`config.mk`:
```
export PLATFORM = sky130hd
export DESIGN_NAME = pll_factor_ctrl
export DESIGN_NICKNAME = d
export VERILOG_FILES = /design/src/rtl/pll_cfg_pkg.sv /design/src/rtl/dsp_div_if.sv /design/src/rtl/dsp_clk_divider.sv /design/src/rtl/pll_factor_ctrl.sv
export SDC_FILE = /design/constraint.sdc
export NUM_CORES = 1
export LEC_CHECK = 0
export CORE_MARGIN = 2
export CORE_UTILIZATION = 40
export CTS_CLUSTER_SIZE = 12
export DETAILED_ROUTE_END_ITERATION = 8
export DONT_BUFFER_PORTS = 1
export GPL_TIMING_DRIVEN = 0
export PLACE_DENSITY = 0.55
export SETUP_SLACK_MARGIN = 0.3
export SLEW_MARGIN = 0
export SYNTH_ARGS = -nofsm -noshare
export SYNTH_HDL_FRONTEND = slang
export SYNTH_SLANG_ARGS = --single-unit
```
`constraint.sdc`:
```
create_clock -name mclk -period 2.9 [get_ports mclk]
set_input_delay 0.29 -clock mclk [delete_from_list [all_inputs] [get_ports mclk]]
set_output_delay 0.29 -clock mclk [all_outputs]
set_load 0.05 [all_outputs]
```
`src/rtl/pll_cfg_pkg.sv`:
```
// Package: register map, field layout and reset values of the PLL settings
package pll_cfg_pkg;
    // Register offsets on the control port
    localparam logic [7:0] OFS_PREDIV   = 8'h14;
    localparam logic [7:0] OFS_INTEGER  = 8'h15;
    localparam logic [7:0] OFS_FRAC_HI  = 8'h16;
    localparam logic [7:0] OFS_FRAC_LO  = 8'h17;
    localparam logic [7:0] OFS_RMULT    = 8'h18;
    localparam logic [7:0] OFS_DSPDIV   = 8'h1b;
    // Writable bit masks; bits outside read as zero
    localparam logic [7:0] MSK_PREDIV   = 8'h0f;
    localparam logic [7:0] MSK_INTEGER  = 8'h3f;
    localparam logic [7:0] MSK_FRAC_HI  = 8'h3f;
    localparam logic [7:0] MSK_FRAC_LO  = 8'hff;
    localparam logic [7:0] MSK_RMULT    = 8'h0f;
    localparam logic [7:0] MSK_DSPDIV   = 8'h7f;
    // Reset values
    localparam logic [7:0] RST_PREDIV   = 8'h00;
    localparam logic [7:0] RST_INTEGER  = 8'h08;
    localparam logic [7:0] RST_FRAC_HI  = 8'h00;
    localparam logic [7:0] RST_FRAC_LO  = 8'h00;
    localparam logic [7:0] RST_RMULT    = 8'h00;
    localparam logic [7:0] RST_DSPDIV   = 8'h00;
    // Field widths and limits
    localparam int         J_W          = 6;
    localparam int         D_W          = 14;
    localparam int         FRAC_LO_W    = 8;
    localparam int         R_W          = 5;
    localparam int         DIV_W        = 8;
    localparam logic [13:0] D_MAX       = 14'h270f;
    localparam logic [3:0] PREDIV_BAD   = 4'hf;
    localparam logic [5:0] J_BAD        = 6'h00;
endpackage

```
`src/rtl/dsp_div_if.sv`:
```
// Interface: DSP divider ratio in, divided clock enable out
`timescale 1ns/100ps
interface dsp_div_if;
    logic [pll_cfg_pkg::DIV_W-1:0] ratio;
    logic                          tick;
    modport ctrl (output ratio, input tick);
    modport div  (input ratio, output tick);
endinterface

```
`src/rtl/dsp_clk_divider.sv`:
```
// DSP clock divider: one-cycle enable every ratio cycles of mclk
`timescale 1ns/100ps
module dsp_clk_divider (
    input  wire logic mclk,
    input  wire logic srst,
    dsp_div_if.div    dv
);
    logic [pll_cfg_pkg::DIV_W-1:0] cnt;
    logic [pll_cfg_pkg::DIV_W-1:0] last;

    assign last = dv.ratio - 8'h01;

    // Count modulo ratio; a ratio change takes effect at once: the count runs on
    // to the new end, or wraps on the next edge if it already reached or passed it
    always_ff @(posedge mclk) begin
        if (srst) begin
            cnt <= 8'h00;
        end else if (cnt >= last) begin
            cnt <= 8'h00;
        end else begin
            cnt <= cnt + 8'h01;
        end
    end

    // Registered enable, one pulse per period of ratio cycles
    always_ff @(posedge mclk) begin
        if (srst) begin
            dv.tick <= 1'b0;
        end else begin
            dv.tick <= (cnt >= last);
        end
    end
endmodule

```
`src/rtl/pll_factor_ctrl.sv`:
```
// PLL factor and DSP divider configuration registers
//
// How it works
// - Six-bit integer field gives J equal to its code, up to 63.
// - Upper fraction bits come from a six-bit field of their own.
// - Lower eight fraction bits join the upper ones to form D.
// - Four-bit code n selects R equal to n plus one.
// - DSP enable divides the source clock by code plus one, 1 to 128.
// - In auto set mode programmed J, D, R, divider are ignored.
// - Pre-divider P is code plus one; all-ones forbidden; auto ignores it.
`timescale 1ns/100ps
module pll_factor_ctrl #(
    parameter logic [5:0]  AUTO_J      = 6'h08,
    parameter logic [13:0] AUTO_D      = 14'h0000,
    parameter logic [4:0]  AUTO_R      = 5'h01,
    parameter logic [4:0]  AUTO_P      = 5'h01,
    parameter logic [7:0]  AUTO_DIV    = 8'h01
) (
    input  wire logic        mclk,
    input  wire logic        srst,
    input  wire logic [7:0]  reg_addr,
    input  wire logic [7:0]  reg_wdata,
    input  wire logic        reg_wr,
    input  wire logic        reg_rd,
    output logic      [7:0]  reg_rdata,
    input  wire logic        auto_mode,
    output logic      [5:0]  pll_j,
    output logic      [13:0] pll_d,
    output logic      [4:0]  pll_r,
    output logic      [4:0]  pll_p,
    output logic      [7:0]  dsp_ratio,
    output logic             dsp_clk_en,
    output logic             cfg_illegal
);
    logic [7:0]  pll_predivider_field;
    logic [7:0]  pll_integer_field;
    logic [7:0]  pll_fraction_hi;
    logic [7:0]  pll_fraction_lo;
    logic [7:0]  pll_multiplier_field;
    logic [7:0]  dsp_divider_field;
    logic [13:0] man_d;
    logic [7:0]  next_rdata;
    logic        next_illegal;

    dsp_div_if dv ();

    // Keep only implemented bits so reserved bits store nothing
    function automatic logic [7:0] keep(input logic [7:0] v,
                                        input logic [7:0] m);
        keep = v & m;
    endfunction

    // Register writes, one register per offset
    always_ff @(posedge mclk) begin
        if (srst) begin
            pll_predivider_field <= pll_cfg_pkg::RST_PREDIV;
            pll_integer_field    <= pll_cfg_pkg::RST_INTEGER;
            pll_fraction_hi      <= pll_cfg_pkg::RST_FRAC_HI;
            pll_fraction_lo      <= pll_cfg_pkg::RST_FRAC_LO;
            pll_multiplier_field <= pll_cfg_pkg::RST_RMULT;
            dsp_divider_field    <= pll_cfg_pkg::RST_DSPDIV;
        end else if (reg_wr) begin
            unique case (reg_addr)
                pll_cfg_pkg::OFS_PREDIV: begin
                    pll_predivider_field <=
                        keep(reg_wdata, pll_cfg_pkg::MSK_PREDIV);
                end
                pll_cfg_pkg::OFS_INTEGER: begin
                    pll_integer_field <=
                        keep(reg_wdata, pll_cfg_pkg::MSK_INTEGER);
                end
                pll_cfg_pkg::OFS_FRAC_HI: begin
                    pll_fraction_hi <=
                        keep(reg_wdata, pll_cfg_pkg::MSK_FRAC_HI);
                end
                pll_cfg_pkg::OFS_FRAC_LO: begin
                    pll_fraction_lo <=
                        keep(reg_wdata, pll_cfg_pkg::MSK_FRAC_LO);
                end
                pll_cfg_pkg::OFS_RMULT: begin
                    pll_multiplier_field <=
                        keep(reg_wdata, pll_cfg_pkg::MSK_RMULT);
                end
                pll_cfg_pkg::OFS_DSPDIV: begin
                    dsp_divider_field <=
                        keep(reg_wdata, pll_cfg_pkg::MSK_DSPDIV);
                end
                default: begin
                end
            endcase
        end
    end

    // Read mux; unmapped offsets read zero
    always_comb begin
        unique case (reg_addr)
            pll_cfg_pkg::OFS_PREDIV:  next_rdata = pll_predivider_field;
            pll_cfg_pkg::OFS_INTEGER: next_rdata = pll_integer_field;
            pll_cfg_pkg::OFS_FRAC_HI: next_rdata = pll_fraction_hi;
            pll_cfg_pkg::OFS_FRAC_LO: next_rdata = pll_fraction_lo;
            pll_cfg_pkg::OFS_RMULT:   next_rdata = pll_multiplier_field;
            pll_cfg_pkg::OFS_DSPDIV:  next_rdata = dsp_divider_field;
            default:                  next_rdata = 8'h00;
        endcase
    end

    // Read data is held until the next read strobe
    always_ff @(posedge mclk) begin
        if (srst) begin
            reg_rdata <= 8'h00;
        end else if (reg_rd) begin
            reg_rdata <= next_rdata;
        end
    end

    // D is the high field over the full low byte
    assign man_d = {pll_fraction_hi[5:0], pll_fraction_lo};

    // Effective factors; auto mode substitutes its own settings
    always_ff @(posedge mclk) begin
        if (srst) begin
            pll_j     <= AUTO_J;
            pll_d     <= AUTO_D;
            pll_r     <= AUTO_R;
            pll_p     <= AUTO_P;
            dsp_ratio <= AUTO_DIV;
        end else if (auto_mode) begin
            pll_j     <= AUTO_J;
            pll_d     <= AUTO_D;
            pll_r     <= AUTO_R;
            pll_p     <= AUTO_P;
            dsp_ratio <= AUTO_DIV;
        end else begin
            pll_j     <= pll_integer_field[5:0];
            pll_d     <= man_d;
            pll_r     <= {1'b0, pll_multiplier_field[3:0]} + 5'h01;
            pll_p     <= {1'b0, pll_predivider_field[3:0]} + 5'h01;
            dsp_ratio <= {1'b0, dsp_divider_field[6:0]} + 8'h01;
        end
    end

    // Forbidden codes are flagged only while they are in use; the
    // hardware still applies them, software must avoid them
    assign next_illegal = !auto_mode &&
        (pll_integer_field[5:0] == pll_cfg_pkg::J_BAD ||
         man_d > pll_cfg_pkg::D_MAX ||
         pll_predivider_field[3:0] == pll_cfg_pkg::PREDIV_BAD);

    always_ff @(posedge mclk) begin
        if (srst) begin
            cfg_illegal <= 1'b0;
        end else begin
            cfg_illegal <= next_illegal;
        end
    end

    assign dv.ratio   = dsp_ratio;
    assign dsp_clk_en = dv.tick;

    dsp_clk_divider u_div (
        .mclk (mclk),
        .srst (srst),
        .dv   (dv.div)
    );
endmodule

```
## Word-level counts from Yosys, hierarchy flattened

Cells that the tools add are included.

- Word-level logic and storage cells: 43
- Register bits: 91
- Input port bits: 21

- Mux-type cells: 1
- Add/subtract/negate cells: 5
- Magnitude comparators: 2
- Reduce and logical (&&, ||, !) cells: 13
- Eq/ne operators: 7

Operators with widths:

| cell | number |
|---|---|
| $eq 8x5->1 const B | 6 |
| $pmux 8 s6 | 1 |
| $gt 14x14->1 const B | 1 |
| $reduce_and 2->1 | 6 |
| $add 4x1->5 const B | 2 |
| $add 7x1->8 const B | 1 |
| $add 8x1->8 const B | 1 |
| $ge 8x8->1 | 1 |
| $sub 8x1->8 const B | 1 |
| $logic_not 6->1 | 1 |
| $eq 4x4->1 const B | 1 |
| $reduce_or 2->1 | 2 |
| $logic_or 1x1->1 | 2 |
| $logic_and 1x1->1 | 1 |
| $logic_not 1->1 | 1 |

## Longest topological paths before layout

- Depth after elaboration: 4
- Mapped depth: 10
- Depth with buffers taken out: 10

## By module

A second synthesis with hierarchy kept.

- Cells, all modules: 386
- Area total of the unflattened synthesis: 3856.2 µm²

By module, submodules not included:

| module | seq. area each (µm²) | cells an instance | area an instance (µm²) | times used |
|---|---|---|---|---|
| pll_factor_ctrl | 1641.6 | 317 | 3195.6 | 1 |
| dsp_clk_divider | 180.2 | 69 | 660.6 | 1 |

## Worst setup path before layout

No wires, ideal clock.

- Path kind: register to register
- Start: reg dsp_ratio[0]
- End: reg u_div.cnt[2] (netlist name)
- Data arrival time: 2390 ps
- Clock period less this slack: 2455 ps
- Cell stages (with the launch flop): 8
- Slack: 445 ps
- Buffers on the path: 0
- Cell sequence: dfxtp_1 -> inv_1 -> ha_1 -> ha_1 -> a21o_1 -> a211o_1 -> a2111o_1 -> nor2_1

- Longest elaborated chain between the ends: 3

RTL lines:

| what | RTL line | RTL |
|---|---|---|
| start: declaration | pll_factor_ctrl.sv:31 | `output logic [7:0] dsp_ratio,` |
| start signal: assignment | pll_factor_ctrl.sv:138 | `dsp_ratio <= {1'b0, dsp_divider_field[6:0]} + 8'h01;` |
| $sub 8x1->8 | dsp_clk_divider.sv:11 | `assign last = dv.ratio - 8'h01;` |
| $ge 8x8->1 | dsp_clk_divider.sv:18 | `end else if (cnt >= last) begin` |
| $reduce_or 2->1 (no line) | - |  |
| end signal: assignment | dsp_clk_divider.sv:21 | `cnt <= cnt + 8'h01;` |
| end: declaration | dsp_clk_divider.sv:8 | `logic [pll_cfg_pkg::DIV_W-1:0] cnt;` |

Every way passes these cells.
A chain may end at the register's enable or synchronous reset.

## Final worst setup path

- Start: reg dsp_ratio[4]
- End: reg u_div.cnt[6] (netlist name)

Same word-level chain as after synthesis.

==> flow_summary.yaml <==
status:
  status: "completed"
floorplanning:
  die-height_um: 100.3
  die_area_sq_um: 10060
  initial_core_util_pct: 40.73
  core_sq_um: 9109
  num_io_pins: 69
  fp-row-count: 35
  fp.dieW_um: 100.3
global_routing:
  grt_max_degree: 15
  grt_pass1_vias: 2649
  antenna_found_initial: 0
  grt_pass1_wl_mm: 14.10
  grt_usage_pct: 18.40
  grt-ovfl-total: 0
drt:
  vias: 2635
  remaining_drc_errors: 0
  wl_per_cell_um: 17.65
  vias_per_cell: 5.302
  ant_nets: 0
  drtPass1Iterations: 4
  drtIter0Drc: 85
  routed_wl_mm: 8.773
cells_and_area:
  finalNonFillerCells: 497
  drive_gt1_share_pct: 8.808
  final_core_util_pct: 44.66
  layout.nets: 415
  antenna_cells: 0
  area_growth_pct: 9.646
clocking:
  clk_pin_slew_worst_paths_ns: 0.09
  clk_latency_ns: 0.36
  cts_buffer_depth: 2
  cts-root-buf: "clkbuf_8"
  htree_levels: 3
  cts_tree: "built"
  numCtsBuffers: 9
  cts.sinks: 91
setup_path:
  path_class: "flip-flop to flip-flop"
  regToRegEndpoint: "u_div.cnt[6]"
  end_kind: "flip-flop"
  worstSetupStartpoint: "dsp_ratio[4]"
  critPathMaxFanout: 8
  critPathArrivalTime_ns: 2.72
  start_kind: "flip-flop"
  rr_worst_depth: 9
  r2r_start: "dsp_ratio[4]"
  critical_path_required_ns: 3.20
  r2r_setup_slack_ns: 0.48
logic_synthesis:
  synthArstFlopShare_pct: 0
  synth_fp_nets: 404
  ys_ff_latch: 91
  synth.distinct_cells: 47
  synthCells: 370
  synth_seq_area_share_pct: 49.11
  synthTopCellsByArea: "dfxtp_1, mux2i_1, nor2_1"
  synth.top_cell.area_share_pct: 49.11
  netlist_area_sq_um: 3710
  synth_top_cell_by_area: "dfxtp_1"
  synth_edf_count: 0
  postSynthAreaPerCell_sq_um: 10.03
  yosys_warnings: 0
  synth-main-ff-cell: "dfxtp_1"
power:
  ir_worst_vdd_v: 0.0001768
  p_leak_nw: 1.737
  power_density_nw_per_um2: 544.7
  finalPower_mw: 2.216
placed_design:
  pre_cts_ws_ns: 0.1774
  gp_congestion: 0.8821
  port_buffers: 0
  hpwl_mm: 6.428
  place_inst: 481
min_path:
  hold_end: "pll_j[3]"
  hold_path_class: "input port to flip-flop"
  hp-start: "auto_mode"
  holdPathStages: 1
timing:
  skew_ns: 0.006739
  finalSetupViolCount: 0
  hold_viol: 0
  final.setup.worst_slack_ns: 0.4841
  fin_tns_setup_ns: 0
  period_needed_ns: 2.416
  rsz0062_at_grt: "false"
  finalCritPeriodShare_pct: 83.31
  max_freq_mhz: 413.9
  tightest_slew_ns: 0.6429
  slew_headroom_pct: 57.14
  finalMaxSlewViolations: 0
flow_run:
  cap_viol_max_count: 0
==> synth_stat cells (3+ instances only) <==
cell	instances
nor2b_1	4
mux2i_1	37
nand3_2	3
and2_1	24
nand3_1	15
xnor2_1	8
a32oi_1	3
nand2_1	13
nor2_1	64
o21ai_0	3
a21oi_1	4
or3_1	3
nor3_1	5
clkbuf_1	14
inv_1	6
a22oi_1	5
ha_1	13
dfxtp_1	91
xor2_1	12
a22o_1	5
and3_1	3
==> how the worst max path moves through the flow <==
stage / cells after the start / slack, ns / endpoint
after floorplan: 7 / 0.45 / u_div.cnt[2]
after global placement: 7 / 0.23 / u_div.cnt[2]
after detailed placement: 7 / 0.18 / u_div.cnt[6]
after CTS: 9 / 0.34 / u_div.cnt[6]
after global routing: 9 / 0.32 / u_div.cnt[6]
final: 9 / 0.48 / u_div.cnt[6]
==> flip-flops by register name, indices dropped and copies added (netlist names) <==
register and cells:
cfg_illegal 1, pll_d 14, pll_p 5, u_div.dv.tick 1, pll_r 5, pll_fraction_lo 8, dsp_divider_field 7, u_div.cnt 8
pll_j 6, pll_fraction_hi 6, reg_rdata 8, dsp_ratio 8, pll_predivider_field 4, pll_multiplier_field 4, pll_integer_field 6
==> layout by cell type (no fill, tap or decap), types with 4 or more instances in the layout <==
| master | instances |
|---|---|
| dfxtp_2 | 4 |
| nor2b_1 | 4 |
| dfxtp_1 | 86 |
| nor2_1 | 64 |
| a22oi_1 | 5 |
| a22o_1 | 5 |
| ha_1 | 13 |
| clkbuf_1 | 16 |
| and2_1 | 24 |
| inv_1 | 6 |
| nand3_1 | 15 |
| nand2_1 | 13 |
| clkbuf_8 | 11 |
| xnor2_1 | 8 |
| xor2_1 | 12 |
| mux2i_1 | 37 |
| a21oi_1 | 4 |
| nor3_1 | 4 |
==> what timing repair did <==
action / in CTS / in global routing
hold buffers: 0 / 0
endpoints found under the setup margin: 8 / 8
gates cloned: 0 / 0
pin swaps: 0 / 1
gates resized for setup: 5 / 2
setup buffers: 0 / 0
==> area by class of cell <==
cell class                 count  area (sq um)
buffer                        16         71.32
fill                         928          5041
multi-input combinational    257          1799
clock inverter                 3         46.29
inverter                       6         22.52
sequential                    91          1831
clock buffer                  13         158.9
tap                          111         138.9
==> metrics by stage <==
step | hold slack, ns | instance area, sq um
after floorplan | 0.3923 | 3710
after global placement | 0.4132 | 3849
after detailed placement | 0.4054 | 3849
after CTS | 0.01921 | 4060
after global routing | 0.02212 | 4068
final | 0.03125 | 4068
==> per-layer routing <==
metal	track usage [%]	wire length, um	up-vias
met1	25.09	4216	1245
met2	26.54	3755	78
met5	0	0	-
li1	-	-	1299
met4	7.798	160	0
met3	6.198	641	13
==> cell families after synthesis <==
group           share of synthesized area (%)
fa+ha+maj                               4.385
flops                                   49.11
compound gates                          8.230
simple gates                            20.13
buf+inv                                 2.530
xor+xnor                                4.722
mux                                     10.89
==> critical path, stage by stage, from the launching register on <==
cell	delay (ns)
dfxtp_2	0.43
or3_1	0.44
nor3_2	0.14
xnor2_1	0.15
ha_1	0.27
a21o_1	0.16
a21oi_1	0.15
nor2b_1	0.08
a2111o_1	0.43
nor2_1	0.14
==> power by group <==
part | leakage [nW] | internal (mW) | switching [mW]
sequential | 0.736 | 1.25 | 0.0161
clock | 0.0998 | 0.448 | 0.438
combinational | 0.901 | 0.0173 | 0.0447
Power figures use the tool's default switching activity.
